`src/common/ten_base_t_defines.vh`:
```
`ifndef TEN_BASE_T_DEFINES_VH
`define TEN_BASE_T_DEFINES_VH

// Register indices and byte addresses
`define PORT_CTRL_IDX 5'h19
`define TENMB_SC_IDX 5'h1A
`define PORT_CTRL_ADDR 8'h64
`define TENMB_SC_ADDR 8'h68

// Port control tail fields
`define LAMP_SEL_HI 6
`define LAMP_SEL_LO 5
`define PORT_ADDR_HI 4
`define PORT_ADDR_LO 0

// Status/control fields
`define SC_RSVD_HI 14
`define SC_RSVD_LO 12
`define SQUELCH_HI 11
`define SQUELCH_LO 9
`define LOOP_OFF_BIT 8
`define LINK_PULSE_OFF_BIT 7
`define LINK_FORCE_BIT 6
`define POL_FORCE_BIT 5
`define POL_STATUS_BIT 4
`define AUTO_POL_OFF_BIT 3
`define SCALE_MSB_BIT 2
`define SQE_OFF_BIT 1
`define JABBER_OFF_BIT 0

// Reset values
`define SQUELCH_RST 3'h4
`define SC_RSVD_RST 3'h0
`define SCALE_MSB_RST 1'h1
`define LAMP_HI_RST 1'h0

// Lamp scheme encodings
`define LAMP_MODE1 2'h1
`define LAMP_MODE2 2'h2
`define LAMP_MODE3 2'h3

// AXI responses
`define RESP_OKAY 2'h0
`define RESP_SLVERR 2'h2

`endif

```
`src/hdl/sync_bit.v`:
```
`timescale 1ns/1ps
module sync_bit (
    // Clock and reset
    input wire core_clk,
    input wire rst_n,
    // Data
    input wire async_in,
    output reg sync_out
);
    reg meta_reg;

    always @(posedge core_clk) begin
        if (!rst_n) begin
            meta_reg <= 1'b0;
            sync_out <= 1'b0;
        end else begin
            meta_reg <= async_in;
            sync_out <= meta_reg;
        end
    end
endmodule // sync_bit

```
`src/hdl/ten_base_t_control_regs.v`:
```
// Implementation choice: register access over AXI4-Lite.
`timescale 1ns/1ps
`include "ten_base_t_defines.vh"
module ten_base_t_control_regs (
    // Clock and reset
    input wire core_clk,
    input wire rst_n,
    // AXI4-Lite write address
    input wire [7:0] s_axi_awaddr,
    input wire [2:0] s_axi_awprot,
    input wire s_axi_awvalid,
    output wire s_axi_awready,
    // AXI4-Lite write data
    input wire [31:0] s_axi_wdata,
    input wire [3:0] s_axi_wstrb,
    input wire s_axi_wvalid,
    output wire s_axi_wready,
    // AXI4-Lite write response
    output reg [1:0] s_axi_bresp,
    output reg s_axi_bvalid,
    input wire s_axi_bready,
    // AXI4-Lite read address
    input wire [7:0] s_axi_araddr,
    input wire [2:0] s_axi_arprot,
    input wire s_axi_arvalid,
    output wire s_axi_arready,
    // AXI4-Lite read data
    output reg [31:0] s_axi_rdata,
    output reg [1:0] s_axi_rresp,
    output reg s_axi_rvalid,
    input wire s_axi_rready,
    // Straps, sampled after reset release
    input wire strap_lamp_lo,
    input wire [4:0] strap_port_addr,
    // Inputs from the rest of the device
    input wire ext_tenmb_link_force,
    input wire basic_loopback,
    input wire silence_off_scale_lsb,
    input wire polarity_inverted_det,
    input wire port_status_read,
    input wire speed_100,
    input wire full_duplex,
    input wire tp_mode_10,
    // Controls to the 10 Mb/s machinery
    output reg [1:0] lamp_scheme_select,
    output reg [4:0] port_addr,
    output reg [2:0] squelch_on_level,
    output reg tenmb_loopback_active,
    output reg link_pulse_tx_off,
    output reg link_good_force,
    output reg rx_polarity_invert,
    output reg auto_polarity_off,
    output reg [1:0] silence_off_level,
    output reg sqe_test_off,
    output reg long_tx_guard_off,
    output reg polarity_status
);

////////////////////////////////////////////////////////////////////////////////
// Pin synchronisers

    wire link_force_s;
    wire loop_s;
    wire scale_lsb_s;
    wire pol_det_s;
    wire psts_rd_s;
    wire speed_s;
    wire fdx_s;
    wire tp10_s;
    wire lamp_strap_s;
    wire [4:0] addr_strap_s;

    localparam NSYNC = 14;
    wire [NSYNC-1:0] sync_in;
    wire [NSYNC-1:0] sync_o;
    assign sync_in = {strap_port_addr, strap_lamp_lo, tp_mode_10, full_duplex, speed_100,
                      port_status_read, polarity_inverted_det, silence_off_scale_lsb,
                      basic_loopback, ext_tenmb_link_force};
    assign {addr_strap_s, lamp_strap_s, tp10_s, fdx_s, speed_s, psts_rd_s, pol_det_s,
            scale_lsb_s, loop_s, link_force_s} = sync_o;

    genvar gi;
    generate
        for (gi = 0; gi < NSYNC; gi = gi + 1) begin : g_sync
            sync_bit u_sync (
                .core_clk(core_clk),
                .rst_n(rst_n),
                .async_in(sync_in[gi]),
                .sync_out(sync_o[gi])
            );
        end
    endgenerate

////////////////////////////////////////////////////////////////////////////////
// Strap capture: two cycles after release the synchronisers hold pin values

    reg [1:0] strap_cnt_reg;
    reg strap_done_reg;

    always @(posedge core_clk) begin
        if (!rst_n) begin
            strap_cnt_reg <= 2'h0;
            strap_done_reg <= 1'b0;
        end else if (!strap_done_reg) begin
            strap_cnt_reg <= strap_cnt_reg + 2'h1;
            if (strap_cnt_reg == 2'h2) begin
                strap_done_reg <= 1'b1;
            end
        end
    end

    wire strap_load;
    assign strap_load = !strap_done_reg && (strap_cnt_reg == 2'h2);

////////////////////////////////////////////////////////////////////////////////
// Register storage

    reg lamp_hi_reg;
    reg lamp_lo_reg;
    reg [4:0] paddr_reg;
    reg [2:0] rsvd_reg;
    reg [2:0] squelch_reg;
    reg loop_off_reg;
    reg lp_off_reg;
    reg force_link_reg;
    reg pol_force_reg;
    reg pol_latch_reg;
    reg apol_off_reg;
    reg scale_msb_reg;
    reg sqe_off_reg;
    reg jab_off_reg;

    function [1:0] lamp_decode;
        input hi;
        input lo;
        begin
            if (lo) begin
                lamp_decode = `LAMP_MODE1;
            end else if (!hi) begin
                lamp_decode = `LAMP_MODE2;
            end else begin
                lamp_decode = `LAMP_MODE3;
            end
        end
    endfunction

    function [1:0] reg_sel;
        input [7:0] addr;
        begin
            if (addr == `PORT_CTRL_ADDR) begin
                reg_sel = 2'h1;
            end else if (addr == `TENMB_SC_ADDR) begin
                reg_sel = 2'h2;
            end else begin
                reg_sel = 2'h0;
            end
        end
    endfunction

////////////////////////////////////////////////////////////////////////////////
// AXI4-Lite write path

    reg aw_held_reg;
    reg w_held_reg;
    reg [7:0] awaddr_reg;
    reg [31:0] wdata_reg;
    reg [3:0] wstrb_reg;

    assign s_axi_awready = !aw_held_reg && !s_axi_bvalid;
    assign s_axi_wready = !w_held_reg && !s_axi_bvalid;

    wire do_write;
    assign do_write = aw_held_reg && w_held_reg && !s_axi_bvalid;
    wire [1:0] wsel;
    assign wsel = reg_sel(awaddr_reg);

    always @(posedge core_clk) begin
        if (!rst_n) begin
            aw_held_reg <= 1'b0;
            w_held_reg <= 1'b0;
            awaddr_reg <= 8'h00;
            wdata_reg <= 32'h00000000;
            wstrb_reg <= 4'h0;
            s_axi_bvalid <= 1'b0;
            s_axi_bresp <= `RESP_OKAY;
        end else begin
            if (s_axi_awvalid && s_axi_awready) begin
                aw_held_reg <= 1'b1;
                awaddr_reg <= s_axi_awaddr;
            end
            if (s_axi_wvalid && s_axi_wready) begin
                w_held_reg <= 1'b1;
                wdata_reg <= s_axi_wdata;
                wstrb_reg <= s_axi_wstrb;
            end
            if (do_write) begin
                aw_held_reg <= 1'b0;
                w_held_reg <= 1'b0;
                s_axi_bvalid <= 1'b1;
                s_axi_bresp <= (wsel == 2'h0) ? `RESP_SLVERR : `RESP_OKAY;
            end else if (s_axi_bvalid && s_axi_bready) begin
                s_axi_bvalid <= 1'b0;
            end
        end
    end

////////////////////////////////////////////////////////////////////////////////
// AXI4-Lite read path

    assign s_axi_arready = !s_axi_rvalid;
    wire do_read;
    assign do_read = s_axi_arvalid && s_axi_arready;
    wire [1:0] rsel;
    assign rsel = reg_sel(s_axi_araddr);

    wire [15:0] port_ctrl_rd;
    wire [15:0] tenmb_sc_rd;
    assign port_ctrl_rd = {9'h000, lamp_hi_reg, lamp_lo_reg, paddr_reg};
    assign tenmb_sc_rd = {1'b0, rsvd_reg, squelch_reg, loop_off_reg, lp_off_reg,
                          force_link_reg, pol_force_reg, pol_latch_reg, apol_off_reg,
                          scale_msb_reg, sqe_off_reg, jab_off_reg};

    always @(posedge core_clk) begin
        if (!rst_n) begin
            s_axi_rvalid <= 1'b0;
            s_axi_rdata <= 32'h00000000;
            s_axi_rresp <= `RESP_OKAY;
        end else if (do_read) begin
            s_axi_rvalid <= 1'b1;
            case (rsel)
                2'h1: begin
                    s_axi_rdata <= {16'h0000, port_ctrl_rd};
                    s_axi_rresp <= `RESP_OKAY;
                end
                2'h2: begin
                    s_axi_rdata <= {16'h0000, tenmb_sc_rd};
                    s_axi_rresp <= `RESP_OKAY;
                end
                default: begin
                    s_axi_rdata <= 32'h00000000;
                    s_axi_rresp <= `RESP_SLVERR;
                end
            endcase
        end else if (s_axi_rvalid && s_axi_rready) begin
            s_axi_rvalid <= 1'b0;
        end
    end

////////////////////////////////////////////////////////////////////////////////
// Field updates

    wire wr_pc;
    wire wr_sc;
    assign wr_pc = do_write && (wsel == 2'h1);
    assign wr_sc = do_write && (wsel == 2'h2);

    // Status read seen by either side clears the latch; new detection wins
    reg psts_rd_d_reg;
    wire psts_rd_pulse;
    assign psts_rd_pulse = psts_rd_s && !psts_rd_d_reg;
    wire pol_clear;
    assign pol_clear = psts_rd_pulse || (do_read && (rsel == 2'h2));

    always @(posedge core_clk) begin
        if (!rst_n) begin
            lamp_hi_reg <= `LAMP_HI_RST;
            lamp_lo_reg <= 1'b0;
            paddr_reg <= 5'h00;
            rsvd_reg <= `SC_RSVD_RST;
            squelch_reg <= `SQUELCH_RST;
            loop_off_reg <= 1'b0;
            lp_off_reg <= 1'b0;
            force_link_reg <= 1'b0;
            pol_force_reg <= 1'b0;
            pol_latch_reg <= 1'b0;
            apol_off_reg <= 1'b0;
            scale_msb_reg <= `SCALE_MSB_RST;
            sqe_off_reg <= 1'b0;
            jab_off_reg <= 1'b0;
            psts_rd_d_reg <= 1'b0;
        end else begin
            psts_rd_d_reg <= psts_rd_s;
            if (strap_load) begin
                lamp_lo_reg <= lamp_strap_s;
                paddr_reg <= addr_strap_s;
            end else if (wr_pc) begin
                if (wstrb_reg[0]) begin
                    lamp_hi_reg <= wdata_reg[`LAMP_SEL_HI];
                    lamp_lo_reg <= wdata_reg[`LAMP_SEL_LO];
                    paddr_reg <= wdata_reg[`PORT_ADDR_HI:`PORT_ADDR_LO];
                end
            end
            if (wr_sc && wstrb_reg[1]) begin
                rsvd_reg <= wdata_reg[`SC_RSVD_HI:`SC_RSVD_LO];
                squelch_reg <= wdata_reg[`SQUELCH_HI:`SQUELCH_LO];
                loop_off_reg <= wdata_reg[`LOOP_OFF_BIT];
            end
            if (wr_sc && wstrb_reg[0]) begin
                lp_off_reg <= wdata_reg[`LINK_PULSE_OFF_BIT];
                force_link_reg <= wdata_reg[`LINK_FORCE_BIT];
                pol_force_reg <= wdata_reg[`POL_FORCE_BIT];
                apol_off_reg <= wdata_reg[`AUTO_POL_OFF_BIT];
                scale_msb_reg <= wdata_reg[`SCALE_MSB_BIT];
                sqe_off_reg <= wdata_reg[`SQE_OFF_BIT];
                jab_off_reg <= wdata_reg[`JABBER_OFF_BIT];
            end
            if (pol_det_s) begin
                pol_latch_reg <= 1'b1;
            end else if (pol_clear) begin
                pol_latch_reg <= 1'b0;
            end
        end
    end

////////////////////////////////////////////////////////////////////////////////
// Registered controls to the 10 Mb/s machinery

    always @(posedge core_clk) begin
        if (!rst_n) begin
            lamp_scheme_select <= `LAMP_MODE2;
            port_addr <= 5'h00;
            squelch_on_level <= `SQUELCH_RST;
            tenmb_loopback_active <= 1'b0;
            link_pulse_tx_off <= 1'b0;
            link_good_force <= 1'b0;
            rx_polarity_invert <= 1'b0;
            auto_polarity_off <= 1'b0;
            silence_off_level <= 2'h2;
            sqe_test_off <= 1'b1;
            long_tx_guard_off <= 1'b0;
            polarity_status <= 1'b0;
        end else begin
            lamp_scheme_select <= lamp_decode(lamp_hi_reg, lamp_lo_reg);
            port_addr <= paddr_reg;
            squelch_on_level <= squelch_reg;
            // Loopback in 10 Mb/s only when neither source disables it
            tenmb_loopback_active <= !(loop_off_reg | loop_s);
            link_pulse_tx_off <= lp_off_reg | link_force_s;
            link_good_force <= force_link_reg | link_force_s;
            rx_polarity_invert <= pol_force_reg;
            auto_polarity_off <= apol_off_reg;
            silence_off_level <= {scale_msb_reg, scale_lsb_s};
            sqe_test_off <= speed_s | fdx_s | sqe_off_reg;
            long_tx_guard_off <= tp10_s & jab_off_reg;
            polarity_status <= pol_latch_reg;
        end
    end

endmodule // ten_base_t_control_regs

```
`config.mk`:
```
export PLATFORM = sky130hd
export DESIGN_NAME = ten_base_t_control_regs
export DESIGN_NICKNAME = d
export VERILOG_FILES = /design/src/hdl/sync_bit.v /design/src/hdl/ten_base_t_control_regs.v
export VERILOG_INCLUDE_DIRS = /design/src /design/src/common
export SDC_FILE = /design/constraint.sdc
export NUM_CORES = 1
export LEC_CHECK = 0
export BUFFER_PORTS_ARGS = -buffer_cell sky130_fd_sc_hd__buf_2
export CAP_MARGIN = 40
export CORE_MARGIN = 3
export CORE_UTILIZATION = 30
export CTS_CLUSTER_DIAMETER = 150
export DETAILED_ROUTE_END_ITERATION = 12
export SLEW_MARGIN = 20
export SYNTH_ARGS = -nofsm -noshare
export SYNTH_HDL_FRONTEND = slang
export SYNTH_SLANG_ARGS = --single-unit
```
`constraint.sdc`:
```
create_clock -name core_clk -period 2.4 [get_ports core_clk]
set_input_delay 0.24 -clock core_clk [delete_from_list [all_inputs] [get_ports core_clk]]
set_output_delay 0.24 -clock core_clk [all_outputs]
set_load 0.05 [all_outputs]
```
==> impl_metrics.py <==
metrics = {
    "outcome": {
        "status": "completed",
    },
    "synth": {
        "ys_ff_latch": 120,
        "synth.most_common_cell": "dfxtp_1",
        "syn_area_per_cell_um2": 9.89,
        "synth_cell_types": 38,
        "synth_edf_count": 0,
        "yosys.area.top_type": "dfxtp_1",
        "ys_top_cells_by_count": "dfxtp_1 (120), nand2_1 (57), and2_1 (43)",
        "syn_area_um2": 4200,
        "synth_top_area_share_pct": 57.2,
        "synthCells": 425,
        "synth_area_leaders": "dfxtp_1 (57%), and2_1 (6.4%), nand2_1 (5.1%)",
        "synth_seq_area_share_pct": 57.2,
        "ys_warn_count": 0,
        "async_flop_share_pct": 0,
        "synth_ff_type": "dfxtp_1",
    },
    "cells_and_area": {
        "area_growth_pct": 28.4,
        "fin_nets": 606,
        "diodes": 0,
        "fin_area_um2": 5400,
        "drive_gt1_share_pct": 26.4,
        "post-route-util_pct": 40.1,
    },
    "detailed_routing": {
        "via_per_inst": 4.39,
        "drt_wl_total_um": 9870,
        "drtPass1Iterations": 4,
        "drc_errors": 0,
        "drt-initial-drc-count": 166,
        "route.detailed.wl_per_inst_um": 13.8,
        "vias": 3129,
        "antenna_left": 0,
    },
    "power_and_ir_drop": {
        "p_leak_nw": 2.38,
        "powerDensity_nw_per_um2": 952,
        "peakVddDrop_uv": 409,
        "power_w": 0.00514,
    },
    "floorplanning": {
        "dieWidth_um": 124,
        "dieArea_um2": 15500,
        "initial_core_util_pct": 31.2,
        "core_area_um2": 13500,
        "row_count": 42,
        "die_h_um": 124,
        "io_pins": 140,
    },
    "place": {
        "place_area_um2": 4810,
        "dp_hpwl_um": 6830,
        "finalWeightedCongestion": 0.766,
        "port_buffers": 95,
    },
    "timing": {
        "setup_violations": 0,
        "fin_tns_setup_ps": 0,
        "clock.fmax_mhz": 491,
        "fin_crit_ps": 2040,
        "hold_viol": 0,
        "finalMaxSlewViolations": 0,
        "slew-limit-headroom_pct": 52.3,
        "clock_skew_ps": 8.70,
        "worstMarginPinSlew_ps": 713,
        "rsz0062_at_grt": "false",
        "fin_crit_sh_pct": 84.9,
    },
    "global_routing": {
        "grt-ovfl-total": 0,
        "grtUsageTotal_pct": 13.2,
        "grt_max_degree": 45,
        "grt_pass1_wl_um": 16000,
        "grt_pass1_vias": 3094,
        "grt_antenna_before_repair": 0,
    },
    "clock_network": {
        "cts_tree": "yes",
        "htree_levels": 4,
        "root_buffer": "clkbuf_16",
        "cts_hold_buf": 0,
        "cts-resized-gates": 0,
        "cts_setup_buffers": 0,
        "cts_num_sinks": 120,
        "numCtsBuffers": 17,
        "clock_latency_ps": 410,
        "path_clk_slew_ps": 60,
        "clk_path_buf_depth": 2,
    },
    "setup_path": {
        "end_kind": "flip-flop",
        "path_buf_inv": 0,
        "critical_path_arrival_ps": 2330,
        "worstSetupPathType": "reg2reg",
        "critPathMaxStageDelay_ps": 600,
        "critPathMaxFanout": 6,
        "cp-start-kind": "flip-flop",
        "slowest_stage": "or4b_4",
        "critical-path-top-delay-family": "simple AND/OR/NAND/NOR gates",
        "required_ps": 2700,
        "worstPathCellList": "or4b_4, nor4_2, nor2_1, a221o_1",
    },
    "job": {
        "cap_violations": 0,
    },
    "min_path": {
        "hold_path_class": "in2reg",
    },
}
[final timing paths]
path                                                start  depth (start not counted)  slack [ps]                          to
worst min-delay path                   strap_port_addr[3]                          2          30  g_sync[12].u_sync.meta_reg
worst max-delay path                        awaddr_reg[0]                          4         360                paddr_reg[3]
worst max register to register              awaddr_reg[0]                          4         360                paddr_reg[3]
worst min register to register  g_sync[1].u_sync.sync_out                          1         400       tenmb_loopback_active
[layer usage]
metal  global-route usage, %  vias to the layer above  share of wire (%)
li1                        -                     1589                  -
met1                    16.1                     1441                 45
met2                    20.8                       81                 47
met3                    4.63                       18                5.4
met4                    6.58                        0                2.3
met5                       0                        -                  0
[placed cells by master (no fill, tap or decap), types with 12 or more instances in the layout]
| cell | Yosys | routed |
|---|---|---|
| buf_2 | 0 | 95 |
| a221o_1 | 12 | 12 |
| nor2_1 | 39 | 39 |
| clkbuf_16 | 0 | 17 |
| and3_1 | 14 | 14 |
| a21oi_1 | 31 | 31 |
| nand2_1 | 57 | 57 |
| and2_1 | 43 | 43 |
| dfxtp_1 | 120 | 120 |
| mux2i_1 | 14 | 14 |
| conb_1 | 1 | 19 |
[cell type report]
cell class	instances	area, µm²
clock buffer	21	460
clock inverter	9	125
fill	1344	8060
inverter	6	22.5
multi-input combinational	275	1610
sequential	120	2400
tap	176	220
timing repair buffer	106	558
[report_power, final]
| group | internal (W) | switching [W] |
|---|---|---|
| combinational | 0.000143 | 0.000332 |
| clock | 0.00167 | 0.000855 |
| sequential | 0.00209 | 0.0000518 |
[through the flow]
step	hold slack [ps]	std cells	setup slack [ps]
after detailed placement	389	683	340
after floorplan	367	443	132
after CTS	8.00	713	329
after global routing	10.2	713	239
after global placement	386	683	353
final	30.7	713	362
[cells by family after synthesis]
group,after synthesis,share of synthesized area (%)
xor gates and xnor gates,2,0.417
adders and majority gates,1,0.298
AOI/OAI and AO/OA,57,9.41
muxes,14,3.33
DFF,120,57.2
other,1,0.0892
and+or+nand+nor,182,23.1
buffers and inverters,48,6.16
Power figures use the tool's default switching activity.
